File: src/verilog/cif_pkg.sv
// Constants and types shared by the CRC input FIFO and shift feed.
package cif_pkg;

    // ------------------------------------------------------------
    // Register bus
    // ------------------------------------------------------------
    localparam int CIF_ADDR_W = 2;
    localparam int CIF_DATA_W = 16;
    localparam logic [1:0] CIF_ADDR_CTRL1 = 2'h0;
    localparam logic [1:0] CIF_ADDR_CTRL2 = 2'h1;
    localparam logic [1:0] CIF_ADDR_DATL = 2'h2;
    localparam logic [1:0] CIF_ADDR_DATH = 2'h3;

    // ------------------------------------------------------------
    // Field positions
    // ------------------------------------------------------------
    localparam int CIF_C1_EN_BIT = 0;
    localparam int CIF_C1_LSB_BIT = 3;
    localparam int CIF_C1_RUN_BIT = 4;
    localparam int CIF_C1_EMPTY_BIT = 6;
    localparam int CIF_C1_FULL_BIT = 7;
    localparam int CIF_C1_CNT_LSB = 8;
    localparam int CIF_C2_WIDTH_LSB = 8;

    // ------------------------------------------------------------
    // Sizes, thresholds and reset values
    // ------------------------------------------------------------
    localparam int CIF_WF_W = 5;
    localparam int CIF_CNT_W = 5;
    localparam int CIF_PTR_W = 4;
    localparam int CIF_DEPTH = 16;
    localparam int CIF_ENTRY_W = 32;
    localparam logic [4:0] CIF_W_BYTE_MAX = 5'h07;
    localparam logic [4:0] CIF_W_HALF_MAX = 5'h0f;
    localparam logic [4:0] CIF_CAP_BYTE = 5'h10;
    localparam logic [4:0] CIF_CAP_HALF = 5'h08;
    localparam logic [4:0] CIF_CAP_WORD = 5'h04;
    localparam logic [3:0] CIF_MASK_BYTE = 4'hf;
    localparam logic [3:0] CIF_MASK_HALF = 4'h7;
    localparam logic [3:0] CIF_MASK_WORD = 4'h3;
    localparam logic [4:0] CIF_WF_RST = 5'h00;
    localparam logic [4:0] CIF_TOP_BIT = 5'h1f;
    localparam logic [1:0] CIF_XFER_CYC = 2'h2;
    localparam logic [5:0] CIF_BITS_PER_CYC = 6'h02;

    // ------------------------------------------------------------
    // Feed sequencer states
    // ------------------------------------------------------------
    typedef enum logic [1:0] {
        CIF_IDLE = 2'b00,
        CIF_XFER = 2'b01,
        CIF_SHIFT = 2'b10
    } cif_state_t;

endpackage : cif_pkg

File: src/verilog/cif_feed.sv
// CRC input FIFO with variable element width and feed to the shift engine.
//
// Design decisions made here: the register addresses and the strobed register port.
`timescale 1ns/1ns

module cif_feed (
    // Clock and reset
    input wire logic mclk,
    input wire logic reset,
    // Register port
    input wire logic [cif_pkg::CIF_ADDR_W-1:0] reg_addr,
    input wire logic [cif_pkg::CIF_DATA_W-1:0] reg_wdata,
    input wire logic [1:0] reg_be,
    input wire logic reg_wr,
    input wire logic reg_rd,
    output logic [cif_pkg::CIF_DATA_W-1:0] reg_rdata,
    // Shift engine feed
    output logic eng_bit_first,
    output logic eng_bit_second,
    output logic [1:0] eng_bit_count,
    output logic eng_busy,
    // Status
    output logic queue_full_flag,
    output logic queue_empty_flag
);
    import cif_pkg::*;

    // ------------------------------------------------------------
    // Control registers
    // ------------------------------------------------------------
    logic module_enable_r;
    logic lsb_first_select_r;
    logic shift_run_enable_r;
    logic [CIF_WF_W-1:0] input_width_field_r;
    logic [CIF_DATA_W-1:0] low_hold_r;

    wire wr_c1 = reg_wr && (reg_addr == CIF_ADDR_CTRL1);
    wire wr_c2 = reg_wr && (reg_addr == CIF_ADDR_CTRL2);
    wire wr_datl = reg_wr && (reg_addr == CIF_ADDR_DATL);
    wire wr_dath = reg_wr && (reg_addr == CIF_ADDR_DATH);

    always_ff @(posedge mclk or posedge reset) begin
        if (reset) begin
            module_enable_r <= 1'b0;
            lsb_first_select_r <= 1'b0;
            shift_run_enable_r <= 1'b0;
        end else if (wr_c1 && reg_be[0]) begin
            module_enable_r <= reg_wdata[CIF_C1_EN_BIT];
            lsb_first_select_r <= reg_wdata[CIF_C1_LSB_BIT];
            shift_run_enable_r <= reg_wdata[CIF_C1_RUN_BIT];
        end
    end

    always_ff @(posedge mclk or posedge reset) begin
        if (reset) begin
            input_width_field_r <= CIF_WF_RST;
        end else if (wr_c2 && reg_be[1]) begin
            input_width_field_r <=
                reg_wdata[CIF_C2_WIDTH_LSB +: CIF_WF_W];
        end
    end

    // ------------------------------------------------------------
    // Width mode and capacity
    // ------------------------------------------------------------
    // The width field selects one of three storage modes. Narrow elements
    // take one byte lane each, medium elements one low-port word, and
    // wide elements a low and a high word together.
    // The capacity and the pointer wrap mask follow the current width.
    // Software must only change the width while the queue is empty and
    // the sequencer is idle; otherwise stored entries are read back with
    // the wrong length and the pointers may wrap at the wrong depth.
    // Nothing here guards against that misuse.
    wire mode_byte = (input_width_field_r <= CIF_W_BYTE_MAX);
    wire mode_half = !mode_byte && (input_width_field_r <= CIF_W_HALF_MAX);
    wire mode_word = !mode_byte && !mode_half;

    wire [CIF_CNT_W-1:0] capacity = mode_byte ? CIF_CAP_BYTE :
        (mode_half ? CIF_CAP_HALF : CIF_CAP_WORD);
    wire [CIF_PTR_W-1:0] ptr_mask = mode_byte ? CIF_MASK_BYTE :
        (mode_half ? CIF_MASK_HALF : CIF_MASK_WORD);

    // ------------------------------------------------------------
    // Push decode
    // ------------------------------------------------------------
    logic [CIF_CNT_W-1:0] count_r;
    logic [CIF_PTR_W-1:0] wp_r;
    logic [CIF_PTR_W-1:0] rp_r;

    wire full_now = (count_r >= capacity);
    wire [CIF_CNT_W-1:0] space = capacity - count_r;
    wire room_two = (space > 5'h01);

    // Narrow mode: every written byte is its own entry, low lane first.
    // When only one slot is free, a full word write keeps its low byte
    // and the high byte is dropped, exactly as if it had come while full.
    // Writes to the high port only matter in wide mode; in the other
    // modes they decode to nothing and the queue is left alone.
    wire lo_req = mode_byte && wr_datl && reg_be[0];
    wire hi_req = mode_byte && wr_datl && reg_be[1];
    wire byte_a = lo_req || hi_req;
    wire byte_b = lo_req && hi_req && room_two;
    wire [7:0] byte_a_val = lo_req ? reg_wdata[7:0] : reg_wdata[15:8];

    wire half_push = mode_half && wr_datl;
    wire word_push = mode_word && wr_dath;

    wire push_a = !full_now && (byte_a || half_push || word_push);
    wire push_b = !full_now && byte_b;

    // Byte data is stored whole; only the low width bits are ever shifted.
    wire [CIF_ENTRY_W-1:0] data_a = byte_a ? {24'h000000, byte_a_val} :
        (half_push ? {16'h0000, reg_wdata} :
        {reg_wdata, low_hold_r});
    wire [CIF_ENTRY_W-1:0] data_b = {24'h000000, reg_wdata[15:8]};

    wire [CIF_PTR_W-1:0] wp_b = (wp_r + 4'h1) & ptr_mask;

    // The low half of a wide element waits here for its high half.
    // It is not latched while the queue is full, so a refused pair
    // leaves the previously accepted low half in place. A high write
    // with no fresh low write reuses that held value.
    always_ff @(posedge mclk or posedge reset) begin
        if (reset) begin
            low_hold_r <= 16'h0000;
        end else if (mode_word && wr_datl && !full_now) begin
            low_hold_r <= reg_wdata;
        end
    end

    // ------------------------------------------------------------
    // Storage, one entry per generate slot
    // ------------------------------------------------------------
    // Every slot is a full element wide, whatever the mode. Only the
    // lower part of the array is used in the wider-element modes, since
    // the pointer mask wraps early there.
    // The storage has no reset: the counters alone say which slots hold
    // data, so stale contents are never shifted out.
    logic [CIF_ENTRY_W-1:0] mem [CIF_DEPTH];

    genvar gi;
    generate
        for (gi = 0; gi < CIF_DEPTH; gi++) begin : g_entry
            wire sel_a = push_a && (wp_r == CIF_PTR_W'(gi));
            wire sel_b = push_b && (wp_b == CIF_PTR_W'(gi));
            always_ff @(posedge mclk) begin
                if (sel_a) begin
                    mem[gi] <= data_a;
                end else if (sel_b) begin
                    mem[gi] <= data_b;
                end
            end
        end
    endgenerate

    // ------------------------------------------------------------
    // Feed sequencer
    // ------------------------------------------------------------
    // The sequencer leaves idle once run is set and an entry waits. It
    // then spends two cycles moving the oldest entry into the shift
    // buffer; the count drops at the end of the second cycle. After
    // that the buffer is emptied two bits per cycle. If another entry is
    // waiting when the last bits go out, the next transfer starts at
    // once, with no idle cycle in between.
    // Clearing run freezes the state, the transfer counter and the shift
    // buffer where they stand, so a later run resumes with no bit lost.
    // Clearing the enable returns the sequencer to idle and drops any
    // partly shifted entry.
    cif_state_t state_r;
    cif_state_t state_nxt;
    logic [1:0] xfer_cnt_r;
    logic [CIF_ENTRY_W-1:0] sbuf_r;
    logic [5:0] bits_left_r;
    logic dir_lsb_r;

    wire go = module_enable_r && shift_run_enable_r;
    wire have_entry = (count_r != 5'h00);
    wire xfer_last = (xfer_cnt_r == CIF_XFER_CYC - 2'h1);
    wire shift_last = (bits_left_r <= CIF_BITS_PER_CYC);
    wire pop = go && (state_r == CIF_XFER) && xfer_last;
    wire [CIF_ENTRY_W-1:0] pop_data = mem[rp_r];
    wire [4:0] align = CIF_TOP_BIT - input_width_field_r;

    always_comb begin
        state_nxt = state_r;
        case (state_r)
            CIF_IDLE: begin
                if (go && have_entry) begin
                    state_nxt = CIF_XFER;
                end
            end
            CIF_XFER: begin
                if (pop) begin
                    state_nxt = CIF_SHIFT;
                end
            end
            CIF_SHIFT: begin
                if (go && shift_last) begin
                    state_nxt = have_entry ? CIF_XFER : CIF_IDLE;
                end
            end
            default: begin
                state_nxt = CIF_IDLE;
            end
        endcase
    end

    always_ff @(posedge mclk or posedge reset) begin
        if (reset) begin
            state_r <= CIF_IDLE;
            xfer_cnt_r <= 2'h0;
        end else if (!module_enable_r) begin
            state_r <= CIF_IDLE;
            xfer_cnt_r <= 2'h0;
        end else if (go) begin
            state_r <= state_nxt;
            xfer_cnt_r <= (state_nxt == CIF_XFER && state_r == CIF_XFER) ?
                xfer_cnt_r + 2'h1 : 2'h0;
        end
    end

    // ------------------------------------------------------------
    // Shift buffer, two bits per cycle
    // ------------------------------------------------------------
    // The bit order is taken when an entry loads, so a change of the
    // order select affects only entries that load after it.
    // For an odd element length the last cycle carries a single bit and
    // the second engine bit is then held low.
    // The engine outputs are registered, so every bit reaches the engine
    // one cycle after the sequencer produces it.
    always_ff @(posedge mclk or posedge reset) begin
        if (reset) begin
            sbuf_r <= 32'h00000000;
            bits_left_r <= 6'h00;
            dir_lsb_r <= 1'b0;
        end else if (pop) begin
            // MSB-first data is left aligned so bit 31 leads.
            sbuf_r <= lsb_first_select_r ? pop_data : (pop_data << align);
            bits_left_r <= {1'b0, input_width_field_r} + 6'h01;
            dir_lsb_r <= lsb_first_select_r;
        end else if (go && state_r == CIF_SHIFT) begin
            sbuf_r <= dir_lsb_r ? (sbuf_r >> 2) : (sbuf_r << 2);
            bits_left_r <= shift_last ? 6'h00 :
                bits_left_r - CIF_BITS_PER_CYC;
        end
    end

    wire emit = go && (state_r == CIF_SHIFT);
    wire [1:0] emit_n = !emit ? 2'h0 :
        (bits_left_r == 6'h01 ? 2'h1 : 2'h2);
    wire bit_one = dir_lsb_r ? sbuf_r[0] : sbuf_r[31];
    wire bit_two = (emit_n == 2'h2) ?
        (dir_lsb_r ? sbuf_r[1] : sbuf_r[30]) : 1'b0;

    always_ff @(posedge mclk or posedge reset) begin
        if (reset) begin
            eng_bit_first <= 1'b0;
            eng_bit_second <= 1'b0;
            eng_bit_count <= 2'h0;
            eng_busy <= 1'b0;
        end else begin
            eng_bit_first <= emit ? bit_one : 1'b0;
            eng_bit_second <= bit_two;
            eng_bit_count <= emit_n;
            eng_busy <= module_enable_r && (state_nxt != CIF_IDLE);
        end
    end

    // ------------------------------------------------------------
    // Pointers, count and flags
    // ------------------------------------------------------------
    // The flags are worked out from the next count, so they change on
    // the same edge as the count they describe and never lag it.
    // While the block is disabled the queue is held empty on every
    // cycle, which discards any entry pushed in that time; a wide-mode low half written then is still latched into low_hold_r.
    // Pushes and pops are counted in the same cycle, so writes can keep
    // arriving while the sequencer drains entries into the shift buffer.
    // A byte-mode word write can add two entries at once; a pop can only
    // ever remove one, because each transfer takes two cycles.
    // A pop never frees room for a write in the same cycle: the full test
    // looks at the registered count, so a write on a full queue is lost
    // even when the sequencer is taking an entry at that very edge.
    wire [CIF_CNT_W-1:0] push_n = {4'h0, push_a} + {4'h0, push_b};
    wire [CIF_CNT_W-1:0] count_nxt = count_r + push_n -
        {4'h0, pop};
    wire [CIF_PTR_W-1:0] wp_nxt = (wp_r + push_n[CIF_PTR_W-1:0]) & ptr_mask;
    wire [CIF_PTR_W-1:0] rp_nxt = (rp_r + {3'h0, pop}) & ptr_mask;

    always_ff @(posedge mclk or posedge reset) begin
        if (reset) begin
            count_r <= 5'h00;
            wp_r <= 4'h0;
            rp_r <= 4'h0;
            queue_full_flag <= 1'b0;
            queue_empty_flag <= 1'b1;
        end else if (!module_enable_r) begin
            count_r <= 5'h00;
            wp_r <= 4'h0;
            rp_r <= 4'h0;
            queue_full_flag <= 1'b0;
            queue_empty_flag <= 1'b1;
        end else begin
            count_r <= count_nxt;
            wp_r <= wp_nxt;
            rp_r <= rp_nxt;
            queue_full_flag <= (count_nxt >= capacity);
            queue_empty_flag <= (count_nxt == 5'h00);
        end
    end

    // ------------------------------------------------------------
    // Read path
    // ------------------------------------------------------------
    logic [CIF_DATA_W-1:0] c1_view;
    logic [CIF_DATA_W-1:0] c2_view;
    logic [CIF_DATA_W-1:0] rd_sel;

    always_comb begin
        c1_view = 16'h0000;
        c1_view[CIF_C1_EN_BIT] = module_enable_r;
        c1_view[CIF_C1_LSB_BIT] = lsb_first_select_r;
        c1_view[CIF_C1_RUN_BIT] = shift_run_enable_r;
        c1_view[CIF_C1_EMPTY_BIT] = queue_empty_flag;
        c1_view[CIF_C1_FULL_BIT] = queue_full_flag;
        c1_view[CIF_C1_CNT_LSB +: CIF_CNT_W] = count_r;
        c2_view = 16'h0000;
        c2_view[CIF_C2_WIDTH_LSB +: CIF_WF_W] = input_width_field_r;
    end

    // Data ports are write only and read back as zero.
    // The read data are zero in every cycle that does not follow a read,
    // so a consumer may simply sample them one cycle after its strobe.
    assign rd_sel = (reg_addr == CIF_ADDR_CTRL1) ? c1_view :
        ((reg_addr == CIF_ADDR_CTRL2) ? c2_view : 16'h0000);

    always_ff @(posedge mclk or posedge reset) begin
        if (reset) begin
            reg_rdata <= 16'h0000;
        end else begin
            reg_rdata <= reg_rd ? rd_sel : 16'h0000;
        end
    end

endmodule : cif_feed

File: config.mk
export PLATFORM = sky130hd
export DESIGN_NAME = cif_feed
export DESIGN_NICKNAME = d
export VERILOG_FILES = /design/src/verilog/cif_pkg.sv /design/src/verilog/cif_feed.sv
export SDC_FILE = /design/constraint.sdc
export NUM_CORES = 1
export LEC_CHECK = 0
export BUFFER_PORTS_ARGS = -buffer_cell sky130_fd_sc_hd__buf_4
export CAP_MARGIN = 15
export CORE_MARGIN = 8
export CORE_UTILIZATION = 50
export CTS_BUF_LIST = sky130_fd_sc_hd__clkbuf_2 sky130_fd_sc_hd__clkbuf_4 sky130_fd_sc_hd__clkbuf_8
export CTS_CLUSTER_SIZE = 28
export DETAILED_ROUTE_END_ITERATION = 12
export PLACE_DENSITY = 0.76
export SYNTH_ARGS = -nofsm -noshare
export SYNTH_HDL_FRONTEND = slang
export SYNTH_SLANG_ARGS = --single-unit
export TNS_END_PERCENT = 50
File: constraint.sdc
create_clock -name mclk -period 10.8 [get_ports mclk]
set_clock_uncertainty 0.1 [all_clocks]
set_input_delay 1.08 -clock mclk [delete_from_list [all_inputs] [get_ports mclk]]
set_output_delay 1.08 -clock mclk [all_outputs]
set_load 0.01 [all_outputs]
# Word-level counts from Yosys, hierarchy flattened
# Memories as Yosys holds them, arrays and structs flattened.
# Index checks and enable logic that the tools add are counted.
# word_totals
ff_bits	100
ramBits	512
input_bits	24
memories	1
# memory_table
name	words	width	read_ports	rd_clocked_by_memory_dff	wr	line_no	text
mem	16	32	1	0	2	cif_feed.sv:139	logic [CIF_ENTRY_W-1:0] mem [CIF_DEPTH];
# classes
n_addsub	11
magnitude_cmp	6
n_eq_ne	40
shifts	1
muxes	176
n_bitwise	19
reduce_logical	87
# op_table
cell	n
32-bit two-way mux	36
32-bit OR reduction	14
1-bit two-way mux	101
4-bit two-way mux	18
4-bit equality test (second input constant)	16
1-bit logical AND	59
13-bit two-way mux	3
4-bit by 3-bit equality test with 1-bit output (second input constant)	8
32-bit by 5-bit << shifter with 32-bit output	1
2-bit two-way mux	10
6-bit two-way mux	3
4-bit by 2-bit equality test with 1-bit output (second input constant)	4
1-bit OR	16
4-bit bitwise AND	3
5-bit greater-or-equal comparator	2
5-bit two-way mux	2
2-bit by 1-bit equality test with 1-bit output (second input constant)	4
2-bit equality test (second input constant)	4
4-bit by 1-bit equality test with 1-bit output (second input constant)	2
4-bit logical NOT	2
8-bit two-way mux	1
5-bit by 1-bit adder with 6-bit output (second input constant)	1
6-bit by 1-bit equality test with 1-bit output (second input constant)	1
6-bit by 2-bit less-or-equal comparator with 1-bit output (second input constant)	1
other kinds (22)	28

# Longest topological paths before layout
# logic_depth
depth_word	22
depth_mapped	32
mapped_depth_nobuf	26

# Worst setup path before layout
# No wires, ideal clock.
# synth_timing
path_type	reg2reg
from	register input_width_field_r[2]
to	memory mem[6][0] (enable)
t_arrival_ns	6.247
t_required_ns	10.234
path_slack_ns	3.988
path_stages_with_launch	21
cell_sequence	dfrtp_1 buf_6 buf_6 buf_6 buf_6 clkbuf_1 and3_1 ha_1 or2_2 clkbuf_1 inv_1 ha_1 nor3b_1 or2_2 maj3_1 a21oi_1 or2_1 nor4b_4 buf_4 nand3_1 o21ai_0
# synth_lines
element	line_no	text
start, declared	cif_feed.sv:34	logic [CIF_WF_W-1:0] input_width_field_r;
start signal, assigned	cif_feed.sv:58	input_width_field_r <=
end, declared	cif_feed.sv:139	

# Worst setup path after layout
# layout_timing
from	register input_width_field_r[3]
to	register queue_full_flag
# layout_via
elab_chain_len	14
# layout_rtl
element	line_no	text
5-bit by 3-bit less-or-equal comparator with 1-bit output	cif_feed.sv:74	wire mode_byte = (input_width_field_r <= CIF_W_BYTE_MAX);
1-bit logical NOT	cif_feed.sv:75, cif_feed.sv:76	
1-bit logical AND	cif_feed.sv:75	wire mode_half = !mode_byte && (input_width_field_r <= CIF_W_HALF_MAX);
4-bit two-way mux	cif_feed.sv:79	(mode_half ? CIF_CAP_HALF : CIF_CAP_WORD);
5-bit two-way mux	cif_feed.sv:78	wire [CIF_CNT_W-1:0] capacity = mode_byte ? CIF_CAP_BYTE :
5-bit subtractor	cif_feed.sv:91	wire [CIF_CNT_W-1:0] space = capacity - count_r;
5-bit by 1-bit greater-than comparator with 1-bit output	cif_feed.sv:92	wire room_two = (space > 5'h01);
1-bit logical AND	cif_feed.sv:102	wire byte_b = lo_req && hi_req && room_two;
1-bit logical AND	cif_feed.sv:109	wire push_b = !full_now && byte_b;
1-bit by 1-bit adder with 2-bit output	cif_feed.sv:283	wire [CIF_CNT_W-1:0] push_n = {4'h0, push_a} + {4'h0, push_b};
5-bit by 2-bit adder with 5-bit output	cif_feed.sv:284	wire [CIF_CNT_W-1:0] count_nxt = count_r + push_n -
5-bit by 1-bit subtractor with 5-bit output	cif_feed.sv:284	
5-bit greater-or-equal comparator *	cif_feed.sv:306	queue_full_flag <= (count_nxt >= capacity);
1-bit two-way mux *	cif_feed.sv:296	end else if (!module_enable_r) begin
end signal, assigned	cif_feed.sv:306	
end, declared	cif_feed.sv:23	output logic queue_full_flag,
# Mark *: on every way between the ends. The rest lies on a longest branch, timed or not.
# A chain may end at the register's enable or synchronous reset.

==> results.md <==
* Dominant synthesized flop cell: sky130_fd_sc_hd__edfxtp_1
* Logic gate share of total power at 0.193
* Flop pwr share at 0.455
* Number of sinks handled by clock tree synthesis at 609
* Avg WL per Cell at 26.7 um
* Die width at 267 um
* Buffers inserted during post-CTS setup optimization at 0
* Max-Slew Margin vs Limit at 0.194
* Minimum hold slack at around 0.35 ns
* Vertical die dimension at roughly 270 um
* Final antenna diode count at 0
* Number of fillers in the final layout at 5,105
* Syn. warnings at 0
* R2r startpoint: input_width_field_r[3]
* Number of pins with negative max-slew slack in the final report at 0
* Number of nets with antenna violations after detailed routing at 0
* Slowest Stage Delay on Critical Path at about 0.94 ns
* Total negative setup slack at 0 ns
* Cell with the biggest individual delay on the critical path: sky130_fd_sc_hd__nor4b_4
* Proportion of register bits with asynchronous set or reset after synthesis at 0.159
* H-tree depth reported by CTS at 3
* Proportion of power drawn by the clock network at 0.352
* Placed Cells at 3,236
* Endpoint arrival time on the critical path at ~7.2 ns
* Clock root buffer: sky130_fd_sc_hd__clkbuf_8
* Synthesized netlist cell count at between 2,000 and 3,000
* Clock-pin slew on the worst setup and hold paths at 0.06 ns
* Maximum net fanout on the critical path at 46
* DRC violation count after routing at 0
* Mean cell area of the mapped netlist at 12.6 um^2
* Number of DRC markers after the initial detailed-route iteration at 2,640
* Power per standard cell area at 178 nW/um^2
* Total of max-cap violations at 0
* Site row count at 92
* Achievable clock frequency at 149 MHz
* Flip-flop and latch count after synthesis at 609
* Sequential area share after synthesis at 0.556
* Count of TritonRoute iterations in the first routing pass at 6
* IO Count at 47
* Number of synthesized flops with an enable pin at ~500
* Global-route wire length before repair at 136,000 um
* Proportion of netlist area held by the largest area contributor at 0.464
* Kind of start point of the critical path: flop
* Final Cycle Share at 0.622
* Share of layout cells above drive strength 1 at 0.171
* CP Buf/Inv Count at 5
* Via density at 6.34
* Layout Area Growth over Synthesis at 9.15%
* Library cells used by synthesis at 96
* Floorplan die area at slightly above 70,000 um^2
* Number of buffers inserted for hold repair after clock tree synthesis at 0
* Fin cells at 3,419
* Critical path endpoint category: flop
* Post-Synthesis Cell Area at 31,600 um^2
* Drt total wl at 91,200 um
* Critical Path Start: input_width_field_r[3]
* Vias after detailed routing at 21,700
* Time the final worst path needs with I/O delays and setup at 6.72 ns
* Clock tree from TritonCTS: done
* Most used standard cells in the synthesized netlist: sky130_fd_sc_hd__edfxtp_1, sky130_fd_sc_hd__and2_1, sky130_fd_sc_hd__mux2i_1, sky130_fd_sc_hd__nor2_1, sky130_fd_sc_hd__nand2_1
* Most frequent cell on the critical path: sky130_fd_sc_hd__ha_1
* Total global-route track usage at 0.253
* Switching power summed over all nets at 0.00184 W
* Peak supply drop at 0.130 mV
* Cell type with the highest aggregate area in the netlist: sky130_fd_sc_hd__edfxtp_1
* Crit-path leading delay family: simple AND/OR/NAND/NOR gates
* Buffer levels on the longest clock path at 3
* Pin count of the biggest net entering global routing at between 100 and 150
* RD Place Congestion at 0.945
* Number of buffer cells added on primary ports at 40
* Classification of the worst-slack hold path: primary input to async pin
* Most common cell in the netlist: sky130_fd_sc_hd__edfxtp_1
* Initial standard-cell utilization of the core at 0.504
* Top area cells in the synthesized netlist: sky130_fd_sc_hd__edfxtp_1, sky130_fd_sc_hd__dfrtp_1, sky130_fd_sc_hd__mux2i_1, sky130_fd_sc_hd__mux4_2, sky130_fd_sc_hd__and2_1
* Data required time at the worst endpoint at 11.31 ns
* RSZ-0062 raised after global routing: no
* # resized after CTS at 0
* Area of the core region at 62,700 um^2
* Initial antenna violation count at 1
* Internal power at 0.00431 W
* Outcome: completed
* Final HPWL DP at 58,400 um
* Residual overflow from global routing at 0
* Worst setup path category: flop to flop
* Transition time of the tightest slew-check pin at 1.20 ns
* Number of hold violations in the final report at 0
* Lkg Pwr at 12.4 nW
* Fraction of power spent switching nets at 0.299
* Final setup fails at 0
* Source-to-sink clock delay at the later pin of the worst-skew pair at between 0.7 and 0.8 ns
* Number of buffers created by CTS at 99
* Final Net Count at 2,540
* Vias in the first global route at 21,300
==> cells by family after synthesis <==
logic type / after synthesis / synth area share
and+or+nand+nor: 823 / 0.132
muxes: 363 / 0.161
adders and majority gates: 26 / 0.0107
xor gates and xnor gates: 13 / 0.00360
buffers and inverters: 269 / 0.0443
other: 1 / 0.000119
DFF: 609 / 0.556
AOI/OAI and AO/OA: 411 / 0.0928
==> sequential cells by signal (all words and copies together), names as in the netlist, 2 cells and up <==
signal	count
mem	512
count_r	5
eng_bit_count	2
rp_r	4
sbuf_r	32
low_hold_r	16
reg_rdata	10
xfer_cnt_r	2
bits_left_r	6
wp_r	4
state_r	2
input_width_field_r	5
==> layout by cell type (no fill, tap or decap), types with 11 or more instances in the layout <==
cell type,n
sky130_fd_sc_hd__edfxtp_1,488
sky130_fd_sc_hd__and2_1,262
sky130_fd_sc_hd__mux2i_1,236
sky130_fd_sc_hd__nor2_1,232
sky130_fd_sc_hd__nand2_1,154
sky130_fd_sc_hd__clkbuf_8,108
sky130_fd_sc_hd__mux4_2,99
sky130_fd_sc_hd__dfrtp_1,91
sky130_fd_sc_hd__buf_4,89
sky130_fd_sc_hd__o21ai_0,74
sky130_fd_sc_hd__a21oi_1,64
sky130_fd_sc_hd__inv_1,36
sky130_fd_sc_hd__clkbuf_4,33
sky130_fd_sc_hd__nor3_1,30
sky130_fd_sc_hd__a22oi_1,30
sky130_fd_sc_hd__nand3_1,28
sky130_fd_sc_hd__a221oi_1,28
sky130_fd_sc_hd__clkinv_1,27
sky130_fd_sc_hd__nand2b_1,27
sky130_fd_sc_hd__o22ai_1,24
sky130_fd_sc_hd__dfxtp_1,24
sky130_fd_sc_hd__ha_1,23
sky130_fd_sc_hd__a211oi_1,20
sky130_fd_sc_hd__mux2_2,16
sky130_fd_sc_hd__nor2b_1,13
sky130_fd_sc_hd__clkinv_2,13
sky130_fd_sc_hd__xnor2_1,12
sky130_fd_sc_hd__and3_1,12
sky130_fd_sc_hd__nand4_1,12
sky130_fd_sc_hd__a31oi_1,12
sky130_fd_sc_hd__a221o_1,12
sky130_fd_sc_hd__o211ai_1,12
sky130_fd_sc_hd__mux4_1,11
==> per-stage QoR <==
stage / total power, W / area [um^2] / setup WS (ns) / utilization
final: 0.00615 / 34500 / 4.08 / 0.550
after global routing: 0.00635 / 34500 / 3.78 / 0.550
after CTS: 0.00613 / 34500 / 4.21 / 0.550
after detailed placement: 0.00400 / 32400 / 4.23 / 0.516
after global placement: 0.00395 / 32400 / 4.51 / 0.516
after floorplan: 0.00363 / 31600 / 3.99 / -
==> power by group through the flow <==
stage	registers [W]	clock network, W	logic (W)
finish	0.00279	0.00216	0.00119
global route	0.00280	0.00227	0.00128
CTS	0.00279	0.00218	0.00116
detailed placement	0.00284	0	0.00116
global placement	0.00284	0	0.00112
floorplan	0.00282	0	0.000808
==> worst register-to-register path: stages, from the launching register on <==
cell and delay [ns]:
sky130_fd_sc_hd__dfrtp_1 0.32, sky130_fd_sc_hd__buf_4 0.43, sky130_fd_sc_hd__and3_1 0.25, sky130_fd_sc_hd__ha_1 0.18
sky130_fd_sc_hd__or2_2 0.24, sky130_fd_sc_hd__inv_1 0.15, sky130_fd_sc_hd__ha_1 0.35, sky130_fd_sc_hd__nor3b_1 0.44
sky130_fd_sc_hd__or2_2 0.20, sky130_fd_sc_hd__maj3_1 0.17, sky130_fd_sc_hd__a21oi_1 0.09, sky130_fd_sc_hd__or2_1 0.28
sky130_fd_sc_hd__nor4b_4 0.94, sky130_fd_sc_hd__ha_1 0.30, sky130_fd_sc_hd__inv_1 0.05, sky130_fd_sc_hd__ha_1 0.27
sky130_fd_sc_hd__inv_1 0.04, sky130_fd_sc_hd__ha_1 0.21, sky130_fd_sc_hd__fa_1 0.48, sky130_fd_sc_hd__a21oi_1 0.15
sky130_fd_sc_hd__nor2_1 0.06, sky130_fd_sc_hd__nor2_1 0.12, sky130_fd_sc_hd__xnor2_1 0.16, sky130_fd_sc_hd__inv_1 0.09
sky130_fd_sc_hd__ha_1 0.30, sky130_fd_sc_hd__a21oi_1 0.14, sky130_fd_sc_hd__nor2b_1 0.07
==> routing by layer <==
| layer | vias to the layer above | share of wire | GRT usage |
|---|---|---|---|
| met2 | 1165 | 0.48 | 0.411 |
| met4 | 2 | 0.038 | 0.0961 |
| met1 | 10900 | 0.39 | 0.335 |
| met5 | - | 0.00014 | 0 |
| met3 | 231 | 0.099 | 0.0507 |
| li1 | 9345 | - | - |
==> layout make-up <==
class	instances	area [um^2]	area share
Sequential cell	609	17600	0.509
Multi-Input combinational cell	1642	12800	0.372
Clock buffer	141	1730	0.0503
Tap cell	846	1060	0.0307
Timing Repair Buffer	90	688	0.0199
Clock inverter	42	409	0.0119
Inverter	49	186	0.00540
==> final timing paths <==
kind | slack (ns) | to | cells past startpoint
setup / recovery | 4.08 | queue_full_flag | 26
hold / removal | 0.35 | reg_rdata[4] | 2
setup reg to reg | 4.08 | queue_full_flag | 26
hold reg to reg | 0.36 | mem[8][20] | 2
max in group asynchronous | 9.04 | sbuf_r[5] | 3
min in group mclk | 0.36 | mem[8][20] | 2
No activity file was read; power rests on OpenSTA's default activity.
